--- config.mk ---
export PLATFORM = sky130hd
export DESIGN_NAME = status_diag_bank
export DESIGN_NICKNAME = d
export VERILOG_FILES = /design/src/rtl/status_diag_pkg.sv /design/src/rtl/status_diag_bank.sv /design/src/rtl/frame_phase_meter.sv
export VERILOG_INCLUDE_DIRS = /design/src /design/src/rtl
export SDC_FILE = /design/constraint.sdc
export NUM_CORES = 1
export LEC_CHECK = 0
export BUFFER_PORTS_ARGS = -buffer_cell sky130_fd_sc_hd__buf_4
export CELL_PAD_IN_SITES_DETAIL_PLACEMENT = 2
export CELL_PAD_IN_SITES_GLOBAL_PLACEMENT = 2
export CORE_ASPECT_RATIO = 1.1
export CORE_MARGIN = 2
export CORE_UTILIZATION = 38
export CTS_BUF_LIST = sky130_fd_sc_hd__clkbuf_4
export DETAILED_ROUTE_END_ITERATION = 16
export PLACE_DENSITY = 0.87
export RECOVER_POWER = 25
export SLEW_MARGIN = 5
export SYNTH_ARGS = -nofsm -noshare
export SYNTH_HDL_FRONTEND = slang
export SYNTH_SLANG_ARGS = --single-unit
--- constraint.sdc ---
create_clock -name clk_sys_in -period 3.4 [get_ports clk_sys_in]
set_input_delay 0.34 -clock clk_sys_in [delete_from_list [all_inputs] [get_ports clk_sys_in]]
set_output_delay 0.34 -clock clk_sys_in [all_outputs]
set_load 0.02 [all_outputs]
--- src/rtl/status_diag_defs.svh ---
// Offsets, field positions, reset values and limits of the status bank
`ifndef STATUS_DIAG_DEFS_SVH
`define STATUS_DIAG_DEFS_SVH

// Register offsets on the MPU port
`define RESIDUAL_HIGH_ADDR 8'h20
`define RESIDUAL_LOW_ADDR 8'h28
`define MASK_READBACK_ADDR 8'h30
`define LOOP_PHASE_ERROR_ADDR 8'h38
`define SYNC_PHASE_LOW_ADDR 8'h39
`define SYNC_PHASE_HIGH_ADDR 8'h3a
`define WRITE_SHADOW_ADDR 8'h3b
`define ERROR_SOURCES_ADDR 8'h3c
`define MASK_WRITE_ADDR 8'heb

// Error source field positions
`define ERR_TX_LSB 0
`define ERR_RX_LSB 3
`define ERR_LOOP_BIT 6

// Reset values and limits
`define BYTE_RESET 8'h00
`define RESIDUAL_RESET 16'h0000
`define PHASE_RESET 13'h0000
`define PHASE_MAX 13'h1fff
`define PHASE_ERR_MIN 8'h80
`define PHASE_ERR_MAX 8'h7f
`define UNUSED_BYTE 8'h00

`endif

--- src/rtl/status_diag_pkg.sv ---
// Types shared by the status and diagnostics bank
`default_nettype none
package status_diag_pkg;

  typedef struct packed
  {
    logic rd;
    logic wr;
    logic [7:0] addr;
    logic [7:0] wdata;
  } mpu_req_type;

  typedef struct packed
  {
    logic [2:0] rx;
    logic [2:0] tx;
  } chan_err_type;

  typedef struct packed
  {
    logic [15:0] residual;
    logic [7:0] phase_err;
  } loop_sample_type;

  typedef enum logic [1:0]
  {
    METER_IDLE = 2'b01,
    METER_RUN = 2'b10
  } meter_state_type;

endpackage : status_diag_pkg
`default_nettype wire

--- src/rtl/status_diag_bank.sv ---
// Read-only diagnostic and latched error status registers on the MPU port
`include "status_diag_defs.svh"
`default_nettype none
// Behaviour
// - Residual is 16 bits, high byte at 0x20
// - Residual refreshes on master receive frame interrupt
// - Mask readback returns last mask write
// - Phase error is signed byte, 0x80..0x7f
// - Phase error updates with master frame interrupt
// - Count PCM clocks sync rise to marker
// - Zero count means one clock of phase
// - Every write byte lands in shadow register
// - Reading error register clears it
// - Error bits latch individually until cleared
// - Disabled source raises no interrupt request
// - Bits 0..2 flag transmit channels
// - Bits 3..5 flag receive channels
// - Bit 6 flags loop phase limit
// - Error requests are OR of enabled sources
module status_diag_bank
  import status_diag_pkg::*;
(
  // Clock and reset
  input wire logic clk_sys_in,
  input wire logic rst_in,
  // MPU port
  input wire mpu_req_type mpu_req_in,
  output logic [7:0] rd_data_out,
  output logic rd_valid_out,
  // Clock recovery loop
  input wire loop_sample_type loop_sample_in,
  input wire logic master_receive_frame_interrupt_in,
  input wire logic loop_error_enable_in,
  // Channel error events and enables
  input wire chan_err_type chan_err_event_in,
  input wire chan_err_type chan_err_enable_in,
  // Multiframe phase measurement
  input wire logic pcm_transmit_clock_in,
  input wire logic transmit_multiframe_sync_in,
  input wire logic receive_multiframe_sync_out_in,
  input wire logic phase_reference_select_in,
  input wire logic internal_multiframe_marker_in,
  // Error interrupt requests
  output logic tx_err_request_out,
  output logic rx_err_request_out
);

  ////////////////////////////////////////////////////////////////////////
  // Helpers

  function automatic logic at_limit(input logic [7:0] err);
    at_limit = (err == `PHASE_ERR_MIN) || (err == `PHASE_ERR_MAX);
  endfunction : at_limit

  function automatic logic hit(input logic [7:0] a, input logic [7:0] b);
    hit = (a == b);
  endfunction : hit

  ////////////////////////////////////////////////////////////////////////
  // State

  logic [15:0] residual_reg;
  logic [7:0] phase_err_reg;
  logic [7:0] mask_reg;
  logic [7:0] shadow_reg;
  logic [6:0] errors_reg;
  logic [6:0] errors_next;
  logic [7:0] rd_data_reg;
  logic rd_valid_reg;
  logic tx_req_reg;
  logic rx_req_reg;
  logic [12:0] sync_phase;
  logic sync_phase_done;

  ////////////////////////////////////////////////////////////////////////
  // Decode

  wire logic rd_errors = mpu_req_in.rd && hit(mpu_req_in.addr, `ERROR_SOURCES_ADDR);
  wire logic wr_mask = mpu_req_in.wr && hit(mpu_req_in.addr, `MASK_WRITE_ADDR);
  wire logic loop_limit_error = master_receive_frame_interrupt_in
                                && at_limit(loop_sample_in.phase_err);
  // Latch follows the raw event so software can still see a masked source
  wire logic [6:0] error_sets = {loop_limit_error, chan_err_event_in.rx,
                                 chan_err_event_in.tx};
  wire logic [2:0] tx_enabled = chan_err_event_in.tx & chan_err_enable_in.tx;
  wire logic [2:0] rx_enabled = chan_err_event_in.rx & chan_err_enable_in.rx;
  wire logic loop_enabled = loop_limit_error && loop_error_enable_in;
  wire logic tx_req_next = |tx_enabled;
  wire logic rx_req_next = (|rx_enabled) || loop_enabled;

  // Set beats the read-clear in the same cycle
  assign errors_next = (rd_errors ? 7'h00 : errors_reg) | error_sets;

  wire logic [7:0] rd_mux =
    hit(mpu_req_in.addr, `RESIDUAL_HIGH_ADDR) ? residual_reg[15:8] :
    hit(mpu_req_in.addr, `RESIDUAL_LOW_ADDR) ? residual_reg[7:0] :
    hit(mpu_req_in.addr, `MASK_READBACK_ADDR) ? mask_reg :
    hit(mpu_req_in.addr, `LOOP_PHASE_ERROR_ADDR) ? phase_err_reg :
    hit(mpu_req_in.addr, `SYNC_PHASE_LOW_ADDR) ? sync_phase[7:0] :
    hit(mpu_req_in.addr, `SYNC_PHASE_HIGH_ADDR) ? {3'h0, sync_phase[12:8]} :
    hit(mpu_req_in.addr, `WRITE_SHADOW_ADDR) ? shadow_reg :
    hit(mpu_req_in.addr, `ERROR_SOURCES_ADDR) ? {1'b0, errors_reg} :
    `UNUSED_BYTE;

  ////////////////////////////////////////////////////////////////////////
  // Phase meter

  frame_phase_meter #(
    .PHASE_WIDTH(13)
  ) u_meter (
    .clk_sys_in(clk_sys_in),
    .rst_in(rst_in),
    .pcm_transmit_clock_in(pcm_transmit_clock_in),
    .transmit_multiframe_sync_in(transmit_multiframe_sync_in),
    .receive_multiframe_sync_out_in(receive_multiframe_sync_out_in),
    .phase_reference_select_in(phase_reference_select_in),
    .internal_multiframe_marker_in(internal_multiframe_marker_in),
    .phase_out(sync_phase),
    .done_out(sync_phase_done)
  );

  ////////////////////////////////////////////////////////////////////////
  // Loop snapshot, taken only at the master frame so reads stay coherent

  always_ff @(posedge clk_sys_in)
  begin
    if (rst_in)
    begin
      residual_reg <= `RESIDUAL_RESET;
      phase_err_reg <= `BYTE_RESET;
    end
    else if (master_receive_frame_interrupt_in)
    begin
      residual_reg <= loop_sample_in.residual;
      phase_err_reg <= loop_sample_in.phase_err;
    end
  end

  ////////////////////////////////////////////////////////////////////////
  // Mask copy and write shadow

  always_ff @(posedge clk_sys_in)
  begin
    if (rst_in)
    begin
      mask_reg <= `BYTE_RESET;
      shadow_reg <= `BYTE_RESET;
    end
    else
    begin
      if (wr_mask)
      begin
        mask_reg <= mpu_req_in.wdata;
      end
      if (mpu_req_in.wr)
      begin
        shadow_reg <= mpu_req_in.wdata;
      end
    end
  end

  ////////////////////////////////////////////////////////////////////////
  // Error latch, read data and requests

  always_ff @(posedge clk_sys_in)
  begin
    if (rst_in)
    begin
      errors_reg <= 7'h00;
      rd_data_reg <= `BYTE_RESET;
      rd_valid_reg <= 1'b0;
      tx_req_reg <= 1'b0;
      rx_req_reg <= 1'b0;
    end
    else
    begin
      errors_reg <= errors_next;
      rd_valid_reg <= mpu_req_in.rd;
      tx_req_reg <= tx_req_next;
      rx_req_reg <= rx_req_next;
      if (mpu_req_in.rd)
      begin
        rd_data_reg <= rd_mux;
      end
    end
  end

  assign rd_data_out = rd_data_reg;
  assign rd_valid_out = rd_valid_reg;
  assign tx_err_request_out = tx_req_reg;
  assign rx_err_request_out = rx_req_reg;

  ////////////////////////////////////////////////////////////////////////
  // Checks

  chk_residual_refresh : assert property (
    @(posedge clk_sys_in) disable iff (rst_in)
    master_receive_frame_interrupt_in |=> residual_reg == $past(loop_sample_in.residual))
  else $error("residual not refreshed at master frame");

  chk_residual_hold : assert property (
    @(posedge clk_sys_in) disable iff (rst_in)
    !master_receive_frame_interrupt_in |=> $stable(residual_reg))
  else $error("residual changed outside master frame");

  chk_residual_high_read : assert property (
    @(posedge clk_sys_in) disable iff (rst_in)
    mpu_req_in.rd && mpu_req_in.addr == `RESIDUAL_HIGH_ADDR
    |=> rd_valid_out && rd_data_out == $past(residual_reg[15:8]))
  else $error("residual high byte read wrong");

  chk_phase_err_hold : assert property (
    @(posedge clk_sys_in) disable iff (rst_in)
    master_receive_frame_interrupt_in
    |=> phase_err_reg == $past(loop_sample_in.phase_err)
        ##1 ($past(master_receive_frame_interrupt_in) || $stable(phase_err_reg)) [*1])
  else $error("phase error not updated with master frame");

  chk_phase_err_read : assert property (
    @(posedge clk_sys_in) disable iff (rst_in)
    mpu_req_in.rd && mpu_req_in.addr == `LOOP_PHASE_ERROR_ADDR
    |=> rd_data_out == $past(phase_err_reg))
  else $error("phase error read wrong");

  chk_mask_copy : assert property (
    @(posedge clk_sys_in) disable iff (rst_in)
    wr_mask |=> mask_reg == $past(mpu_req_in.wdata))
  else $error("mask write not copied");

  chk_mask_readback : assert property (
    @(posedge clk_sys_in) disable iff (rst_in)
    mpu_req_in.rd && mpu_req_in.addr == `MASK_READBACK_ADDR
    |=> rd_data_out == $past(mask_reg))
  else $error("mask readback differs from last mask write");

  chk_shadow_any_write : assert property (
    @(posedge clk_sys_in) disable iff (rst_in)
    mpu_req_in.wr |=> shadow_reg == $past(mpu_req_in.wdata))
  else $error("shadow does not hold last write");

  chk_shadow_read : assert property (
    @(posedge clk_sys_in) disable iff (rst_in)
    mpu_req_in.rd && mpu_req_in.addr == `WRITE_SHADOW_ADDR
    |=> rd_data_out == $past(shadow_reg))
  else $error("shadow read wrong");

  chk_error_clear : assert property (
    @(posedge clk_sys_in) disable iff (rst_in)
    rd_errors && error_sets == 7'h00 |=> errors_reg == 7'h00)
  else $error("error register not cleared by read");

  chk_error_read_value : assert property (
    @(posedge clk_sys_in) disable iff (rst_in)
    rd_errors |=> rd_data_out == {1'b0, $past(errors_reg)} && !rd_data_out[7])
  else $error("error register read value wrong");

  chk_error_latch : assert property (
    @(posedge clk_sys_in) disable iff (rst_in)
    (error_sets != 7'h00) ##1 !rd_errors [*2]
    |-> (errors_reg & $past(error_sets, 2)) == $past(error_sets, 2))
  else $error("error bit lost before clear");

  chk_set_beats_clear : assert property (
    @(posedge clk_sys_in) disable iff (rst_in)
    rd_errors && chan_err_event_in.tx[0] |=> errors_reg[`ERR_TX_LSB])
  else $error("set lost against read clear");

  chk_rx_field : assert property (
    @(posedge clk_sys_in) disable iff (rst_in)
    chan_err_event_in.rx[2] |=> errors_reg[`ERR_RX_LSB + 2])
  else $error("receive channel three not flagged in bit 5");

  chk_loop_limit : assert property (
    @(posedge clk_sys_in) disable iff (rst_in)
    master_receive_frame_interrupt_in && loop_sample_in.phase_err == 8'h7f
    |=> errors_reg[`ERR_LOOP_BIT])
  else $error("loop limit not flagged");

  chk_tx_field : assert property (
    @(posedge clk_sys_in) disable iff (rst_in)
    chan_err_event_in.tx[1] |=> errors_reg[`ERR_TX_LSB + 1])
  else $error("transmit channel two not flagged in bit 1");

  chk_disabled_quiet : assert property (
    @(posedge clk_sys_in) disable iff (rst_in)
    (chan_err_event_in.tx & ~chan_err_enable_in.tx) != 3'h0
    && (chan_err_event_in.tx & chan_err_enable_in.tx) == 3'h0 |=> !tx_err_request_out)
  else $error("disabled transmit source raised request");

  chk_rx_quiet : assert property (
    @(posedge clk_sys_in) disable iff (rst_in)
    (chan_err_event_in.rx & ~chan_err_enable_in.rx) != 3'h0
    && (chan_err_event_in.rx & chan_err_enable_in.rx) == 3'h0 && !loop_limit_error
    |=> !rx_err_request_out)
  else $error("disabled receive source raised request");

  chk_rx_request : assert property (
    @(posedge clk_sys_in) disable iff (rst_in)
    (chan_err_event_in.rx[1] && chan_err_enable_in.rx[1])
    || (loop_limit_error && loop_error_enable_in)
    |=> rx_err_request_out)
  else $error("enabled receive error raised no request");

  chk_tx_request : assert property (
    @(posedge clk_sys_in) disable iff (rst_in)
    tx_err_request_out |-> $past(|(chan_err_event_in.tx & chan_err_enable_in.tx)))
  else $error("transmit request without enabled channel error");

  chk_phase_high_zero : assert property (
    @(posedge clk_sys_in) disable iff (rst_in)
    mpu_req_in.rd && mpu_req_in.addr == `SYNC_PHASE_HIGH_ADDR
    |=> rd_data_out[7:5] == 3'h0 && rd_data_out[4:0] == $past(sync_phase[12:8]))
  else $error("phase high byte read wrong");

  chk_phase_done : assert property (
    @(posedge clk_sys_in) disable iff (rst_in)
    sync_phase_done |-> $past(internal_multiframe_marker_in))
  else $error("phase result without marker");

  chk_phase_one_cycle : assert property (
    @(posedge clk_sys_in) disable iff (rst_in)
    !sync_phase_done |-> $stable(sync_phase))
  else $error("phase result changed without marker");

  cov_error_read : cover property (
    @(posedge clk_sys_in) disable iff (rst_in)
    (error_sets != 7'h00) ##[1:20] rd_errors);

  cov_master_frame : cover property (
    @(posedge clk_sys_in) disable iff (rst_in)
    master_receive_frame_interrupt_in ##1 mpu_req_in.rd);

  cov_phase_done : cover property (
    @(posedge clk_sys_in) disable iff (rst_in)
    sync_phase_done);

  cov_set_on_clear : cover property (
    @(posedge clk_sys_in) disable iff (rst_in)
    rd_errors && error_sets != 7'h00);

  cov_phase_high : cover property (
    @(posedge clk_sys_in) disable iff (rst_in)
    mpu_req_in.rd && mpu_req_in.addr == `SYNC_PHASE_HIGH_ADDR && sync_phase[12:8] != 5'h00);

endmodule : status_diag_bank
`default_nettype wire

--- src/rtl/frame_phase_meter.sv ---
// Multiframe sync to internal marker phase counter in PCM clock cycles
`include "status_diag_defs.svh"
`default_nettype none
module frame_phase_meter
  import status_diag_pkg::*;
#(
  parameter int PHASE_WIDTH = 13
)
(
  // Clock and reset
  input wire logic clk_sys_in,
  input wire logic rst_in,
  // Pins
  input wire logic pcm_transmit_clock_in,
  input wire logic transmit_multiframe_sync_in,
  input wire logic receive_multiframe_sync_out_in,
  // Internal
  input wire logic phase_reference_select_in,
  input wire logic internal_multiframe_marker_in,
  // Result
  output logic [PHASE_WIDTH-1:0] phase_out,
  output logic done_out
);

  if (PHASE_WIDTH != 13)
  begin : g_bad_width
    $error("frame_phase_meter serves a 13-bit phase only");
  end

  logic [2:0] meta_reg;
  logic [2:0] sync_reg;
  logic [2:0] prev_reg;
  logic [12:0] count_reg;
  logic [12:0] count_next;
  logic [12:0] phase_reg;
  logic done_reg;
  meter_state_type state_reg;
  meter_state_type state_next;

  ////////////////////////////////////////////////////////////////////////
  // Pins cross two flops before any edge logic
  always_ff @(posedge clk_sys_in)
  begin
    if (rst_in)
    begin
      meta_reg <= 3'h0;
      sync_reg <= 3'h0;
      prev_reg <= 3'h0;
    end
    else
    begin
      meta_reg <= {receive_multiframe_sync_out_in, transmit_multiframe_sync_in,
                   pcm_transmit_clock_in};
      sync_reg <= meta_reg;
      prev_reg <= sync_reg;
    end
  end

  wire logic clk_rise = sync_reg[0] & ~prev_reg[0];
  wire logic tx_rise = sync_reg[1] & ~prev_reg[1];
  wire logic rx_rise = sync_reg[2] & ~prev_reg[2];
  wire logic ref_rise = phase_reference_select_in ? rx_rise : tx_rise;
  // Saturate so a lost marker never wraps past one multiframe
  wire logic count_full = (count_reg == `PHASE_MAX);

  ////////////////////////////////////////////////////////////////////////
  // Count PCM clock edges between reference and marker
  always_comb
  begin
    state_next = state_reg;
    count_next = count_reg;
    unique case (state_reg)
      METER_IDLE:
      begin
        if (ref_rise)
        begin
          state_next = METER_RUN;
          count_next = 13'h0000;
        end
      end
      METER_RUN:
      begin
        if (internal_multiframe_marker_in)
        begin
          state_next = ref_rise ? METER_RUN : METER_IDLE;
          count_next = 13'h0000;
        end
        else if (clk_rise && !count_full)
        begin
          count_next = count_reg + 13'h0001;
        end
      end
      default:
      begin
        state_next = METER_IDLE;
      end
    endcase
  end

  always_ff @(posedge clk_sys_in)
  begin
    if (rst_in)
    begin
      state_reg <= METER_IDLE;
      count_reg <= `PHASE_RESET;
      phase_reg <= `PHASE_RESET;
      done_reg <= 1'b0;
    end
    else
    begin
      state_reg <= state_next;
      count_reg <= count_next;
      done_reg <= (state_reg == METER_RUN) && internal_multiframe_marker_in;
      if ((state_reg == METER_RUN) && internal_multiframe_marker_in)
      begin
        // Zero stands for one elapsed cycle
        phase_reg <= (count_reg == 13'h0000) ? 13'h0000 : count_reg - 13'h0001;
      end
    end
  end

  chk_zero_is_one : assert property (
    @(posedge clk_sys_in) disable iff (rst_in)
    (state_reg == METER_RUN) && internal_multiframe_marker_in && (count_reg == 13'h0001)
    |=> phase_reg == 13'h0000)
  else $error("one counted cycle not reported as zero");

  assign phase_out = phase_reg;
  assign done_out = done_reg;

endmodule : frame_phase_meter
`default_nettype wire

======== Word-level counts from Yosys, hierarchy flattened ========
Index checks and enable logic that the tools add are counted.
word-level totals
  output and inout port bits .............. 11
  logic and storage cells ................. 77
  input bits .............................. 63
  flip-flop bits (word level) ............. 95
cells by class
  equal/unequal tests ..................... 17
  add/sub/neg operators ................... 2
  reductions and logical operators ........ 15
  multiplexer cells ....................... 19
  bitwise operators ....................... 9
operators by type and width
  cell                                                                    number
  8-bit by 6-bit equality test with 1-bit output (second input constant)  8
  8-bit two-way mux                                                       7
  13-bit two-way mux                                                      4
  13-bit one-hot mux with 2 select lines                                  1
  8-bit equality test (second input constant)                             2
  7-bit two-way mux                                                       2
  13-bit by 1-bit adder with 13-bit output (second input constant)        1
  13-bit equality test (second input constant)                            1
  13-bit logical NOT                                                      1
  13-bit by 1-bit subtractor with 13-bit output (second input constant)   1
  8-bit by 7-bit equality test with 1-bit output (second input constant)  1
  7-bit bitwise OR                                                        1
  3-bit AND                                                               2
  1-bit logical AND                                                       6
  2-bit two-way mux                                                       3
  3-bit OR reduction                                                      2
  2-bit one-hot mux with 2 select lines                                   1
  1-bit AND                                                               3
  3-bit by 2-bit != test with 1-bit output (second input constant)        1
  1-bit inverter                                                          3
  3-bit AND reduction                                                     1
  2-bit by 1-bit equality test with 1-bit output (second input constant)  1
  2-bit equality test (second input constant)                             1
  1-bit logical OR                                                        2
  6 further kinds                                                         6

======== Longest topological paths before layout ========
  word-level depth ........................ 9
  depth in mapped cells ................... 10
  gate-level depth less buffers ........... 7

======== Hierarchy ========
A second synthesis with hierarchy kept.
unflattened totals
  cell total of the unflattened synthesis .. 518
  area, all modules ....................... 4604.4 um2
by module, submodules not included
  module             cells each  seq. area each (um2)  area each (um2)  times used
  status_diag_bank   310         1161.1                2783.9           1
  frame_phase_meter  208         760.7                 1820.5           1

======== Worst setup path after synthesis ========
OpenSTA, ideal clock, no wires.
  kind .................................... register to register
  from .................................... register u_meter.count_reg[4]
  to ...................................... register u_meter.phase_reg[4], in the netlist u_meter.phase_out[4]
  clock period less this slack ............ 2.204 ns
  buffers on the path ..................... 2
  path slack .............................. 1.196 ns
  library setup time ...................... 0.128 ns
  required time ........................... 3.272 ns
  cell stages (with the launch flop) ...... 8
  arrival time ............................ 2.077 ns
  cells stage by stage .................... dfxtp_1 -> buf_6 -> or4_4 -> or4_4 -> o311a_4 -> buf_6 -> a22oi_1 -> nor2_1
on the way
  word-level cells in the longest chain between the ends .. 2
  elaborated cells between the ends (all ways) .. 3
  those cells by class .................... add/sub (1); mux (1); reduce/logical (1)
ends and longest elaborated chain
  what                                                                                 line                      text
  start, declared                                                                      frame_phase_meter.sv:33   logic [12:0] count_reg;
  start signal, assigned                                                               frame_phase_meter.sv:105  count_reg <= `PHASE_RESET;
  start signal, assigned                                                               frame_phase_meter.sv:112  count_reg <= count_next;
  13-bit by 1-bit subtractor with 13-bit output or 13-bit logical NOT (tied branches)  frame_phase_meter.sv:117  phase_reg <= (count_reg == 13'h0000) ? 13'h0000 : count_reg - 13'h0001;
  13-bit two-way mux *                                                                 frame_phase_meter.sv:117
  end signal, assigned                                                                 frame_phase_meter.sv:106  phase_reg <= `PHASE_RESET;
  end signal, assigned                                                                 frame_phase_meter.sv:117
  end, declared                                                                        frame_phase_meter.sv:35   logic [12:0] phase_reg;
Mark *: on every way between the ends. The rest lies on a longest branch, timed or not.
A chain may end at the register's enable or synchronous reset.

======== Worst setup path after layout ========
  from .................................... register u_meter.state_reg[1]
  to ...................................... register u_meter.count_reg[0]
on the way
  word-level cells in the longest chain between the ends .. 3
  elaborated cells between the ends (all ways) .. 7
  those cells by class .................... eq/ne (4); mux (1); reduce/logical (2)
ends and longest elaborated chain
  what                                                                                   line                      text
  start, declared                                                                        frame_phase_meter.sv:37   meter_state_type state_reg;
  start signal, assigned                                                                 frame_phase_meter.sv:111  state_reg <= state_next;
  2-bit equality test or 2-bit by 1-bit equality test with 1-bit output (tied branches)  n/a
  3-bit by 2-bit != test with 1-bit output (no line) (tied with other cells)             n/a
  3-bit AND reduction (no line)                                                          n/a
Several ways; a longest one is shown, not always the timed one.

==> flow_summary.json <==
{
  "synth_seq_cells": 95,
  "dp_hpwl_microns": 10560,
  "synth-edff-count": 0,
  "violations": "capacitance limit, slew limit",
  "required_ns": 3.77,
  "ant_nets": 0,
  "drt_iter0_markers": 195,
  "syn_nets": 597,
  "finalCriticalPeriod_ns": 2.525,
  "synth_top_area_share_pct": 41.69,
  "peakVddDrop_uv": 264.5,
  "finClkSkew_ns": 0.007638,
  "cts_tree": "built",
  "start_util_pct": 39.35,
  "post-route-period-util_pct": 74.26,
  "synth.most_common_cell": "dfxtp_1",
  "largest_reg_flops": 16,
  "tightest_slew_ns": 1.790,
  "vias": 4104,
  "setup_viol": 0,
  "wirelength_microns": 14480,
  "ys.flop_type": "dfxtp_1",
  "clockRootBuffer": "clkbuf_4",
  "leakagePower_nw": 2.017,
  "holdBufCountCts": 0,
  "post-place-ws_ns": 0.8425,
  "rrSetupSlack_ns": 0.88,
  "start_kind": "flop",
  "post_cts_buffers": 0,
  "r2r_start": "u_meter.state_reg[1]",
  "post_cts_resized": 0,
  "avgRoutedWirePerCell_microns": 19.89,
  "drive_gt1_share_pct": 16.61,
  "setup_slack_ns": 0.8752,
  "holdCritStartpoint": "receive_multiframe_sync_out_in",
  "rows": 41,
  "slew_headroom_pct": -19.36,
  "powerDensity_mw_per_mm2": 390.2,
  "die_w_microns": 108.5,
  "synth_area_leaders": "dfxtp_1 42%, mux2i_1 9.7%, nor2_1 7.2%, a21oi_1 4.4%, clkbuf_1 2.7%",
  "syn_area_sq_mm": 0.004562,
  "critPathMaxFanout": 20,
  "clock_path_buffers": 2,
  "drv_cap": 1,
  "clk_latency_ns": 0.47,
  "grt_pass1_vias": 4484,
  "outcome": "finished, violations left",
  "drc": 0,
  "crit_arrival_ns": 2.90,
  "end_kind": "flop",
  "antenna_found_initial": 0,
  "grt_use_total_pct": 23.32,
  "grt_max_degree": 90,
  "numClockSinks": 95,
  "rsz0062_at_grt": "no",
  "ys_warn_count": 0,
  "firstDrtPassIters": 4,
  "core_area_sq_mm": 0.01159,
  "numCtsBuffers": 9,
  "nNetsFinal": 641,
  "grt_pass1_wl_microns": 23250,
  "globalRouteOverflowTotal": 0,
  "synth-seq-area-share_pct": 41.69,
  "portBuffers": 73,
  "synthCells": 529,
  "tns_ns": 0,
  "yosysTopAreaCell": "dfxtp_1",
  "syn_area_per_cell_sq_um": 8.624,
  "die_area_sq_mm": 0.01290,
  "startpoint": "u_meter.state_reg[1]",
  "hold_violations": 0,
  "ys_top_cells_by_count": "95 x dfxtp_1, 87 x nor2_1, 44 x mux2i_1",
  "finalMaxSlewViolations": 90,
  "crit_type": "reg -> reg",
  "h-tree-depth": 3,
  "syn_to_final_growth_pct": 15.14,
  "worstHoldPathType": "in -> reg",
  "die_y_microns": 118.9,
  "io_pins": 74,
  "fmax_mhz": 396.1,
  "clk_pin_slew_ns": 0.14,
  "ys_async_sr_fraction_pct": 0,
  "avgViaCountPerCell": 5.637,
  "synth_cell_type_count": 58,
  "diodes": 0,
  "gp_congestion": 0.7960
}
## per-stage QoR
stage               power (W)  area, sq um  util [%]  hold WS [ns]  std cells
floorplan            0.001338         4562         -        0.4138        529
global placement     0.001446         5129     44.24        0.4168        712
detailed placement   0.001461         5129     44.24        0.4359        712
CTS                  0.002068         5255     45.33       0.05148        728
global route         0.002146         5253     45.31       0.06202        728
finish               0.002050         5253     45.31       0.08091        728
## per-layer routing
metal,vias up,part of all wire (%),track usage (%)
met5,-,0,0
met4,0,3.5,10.74
met3,31,3.2,4.215
met2,75,53,42.38
met1,1997,41,25.81
li1,2001,-,-
## area by class of cell
type | count | area, sq um
clock inverter | 6 | 51.30
clock buffer | 10 | 75.07
tap | 150 | 187.7
fill | 1317 | 6341
sequential | 95 | 1902
timing repair buffer | 73 | 545.5
inverter | 11 | 41.29
multi-input combinational | 383 | 2450
## cells in the final DEF, fill, tap and decap left out, types with 5 or more instances in the layout
cell	synthesis	layout
a211oi_1	8	8
nand4_1	12	12
nor2_1	87	87
o21ai_0	24	24
a22oi_1	12	12
nand2b_1	7	7
nand3_1	10	10
dfxtp_1	95	95
clkbuf_4	0	10
mux2i_1	44	44
buf_4	0	72
inv_1	10	10
nand2_1	14	14
nand3b_1	8	8
a21oi_1	40	40
ha_1	5	5
xor2_1	6	6
or3_1	5	5
nor4_1	5	5
nor3_1	6	6
o31ai_1	8	8
or4_1	8	8
nor2b_1	14	14
o211ai_1	5	5
## critical path, stage by stage, from the launching register on
cell and delay (ns):
dfxtp_1 0.39, ha_1 0.34, nor2b_1 0.50, o2bb2ai_1 0.20, or2_1 0.53, o21ai_0 0.26, a21oi_1 0.21
## worst paths after layout
path	end	cells past startpoint
worst max-delay path	u_meter.count_reg[0]	6
worst min-delay path	u_meter.meta_reg[2]	2
worst max register to register	u_meter.count_reg[0]	6
worst min register to register	u_meter.sync_reg[0]	1
## cells by family (layout without fill, tap and decap cells)
family	after synthesis	in the layout	synth area share, %
fa+ha+maj	5	5	1.371
buf+inv	51	100	4.608
simple gates	201	201	23.09
xor+xnor	8	8	1.536
compound gates	124	124	17.80
flops	95	95	41.69
mux	45	45	9.901
## report_power, final
part / internal, W / switching [W] / total (W)
logic: 0.000114 / 0.000154 / 0.000268
clock network: 0.000224 / 0.000385 / 0.000609
registers: 0.00115 / 0.0000218 / 0.00117
total: 0.00149 / 0.000561 / 0.00205
No activity file was read; power rests on OpenSTA's default activity.
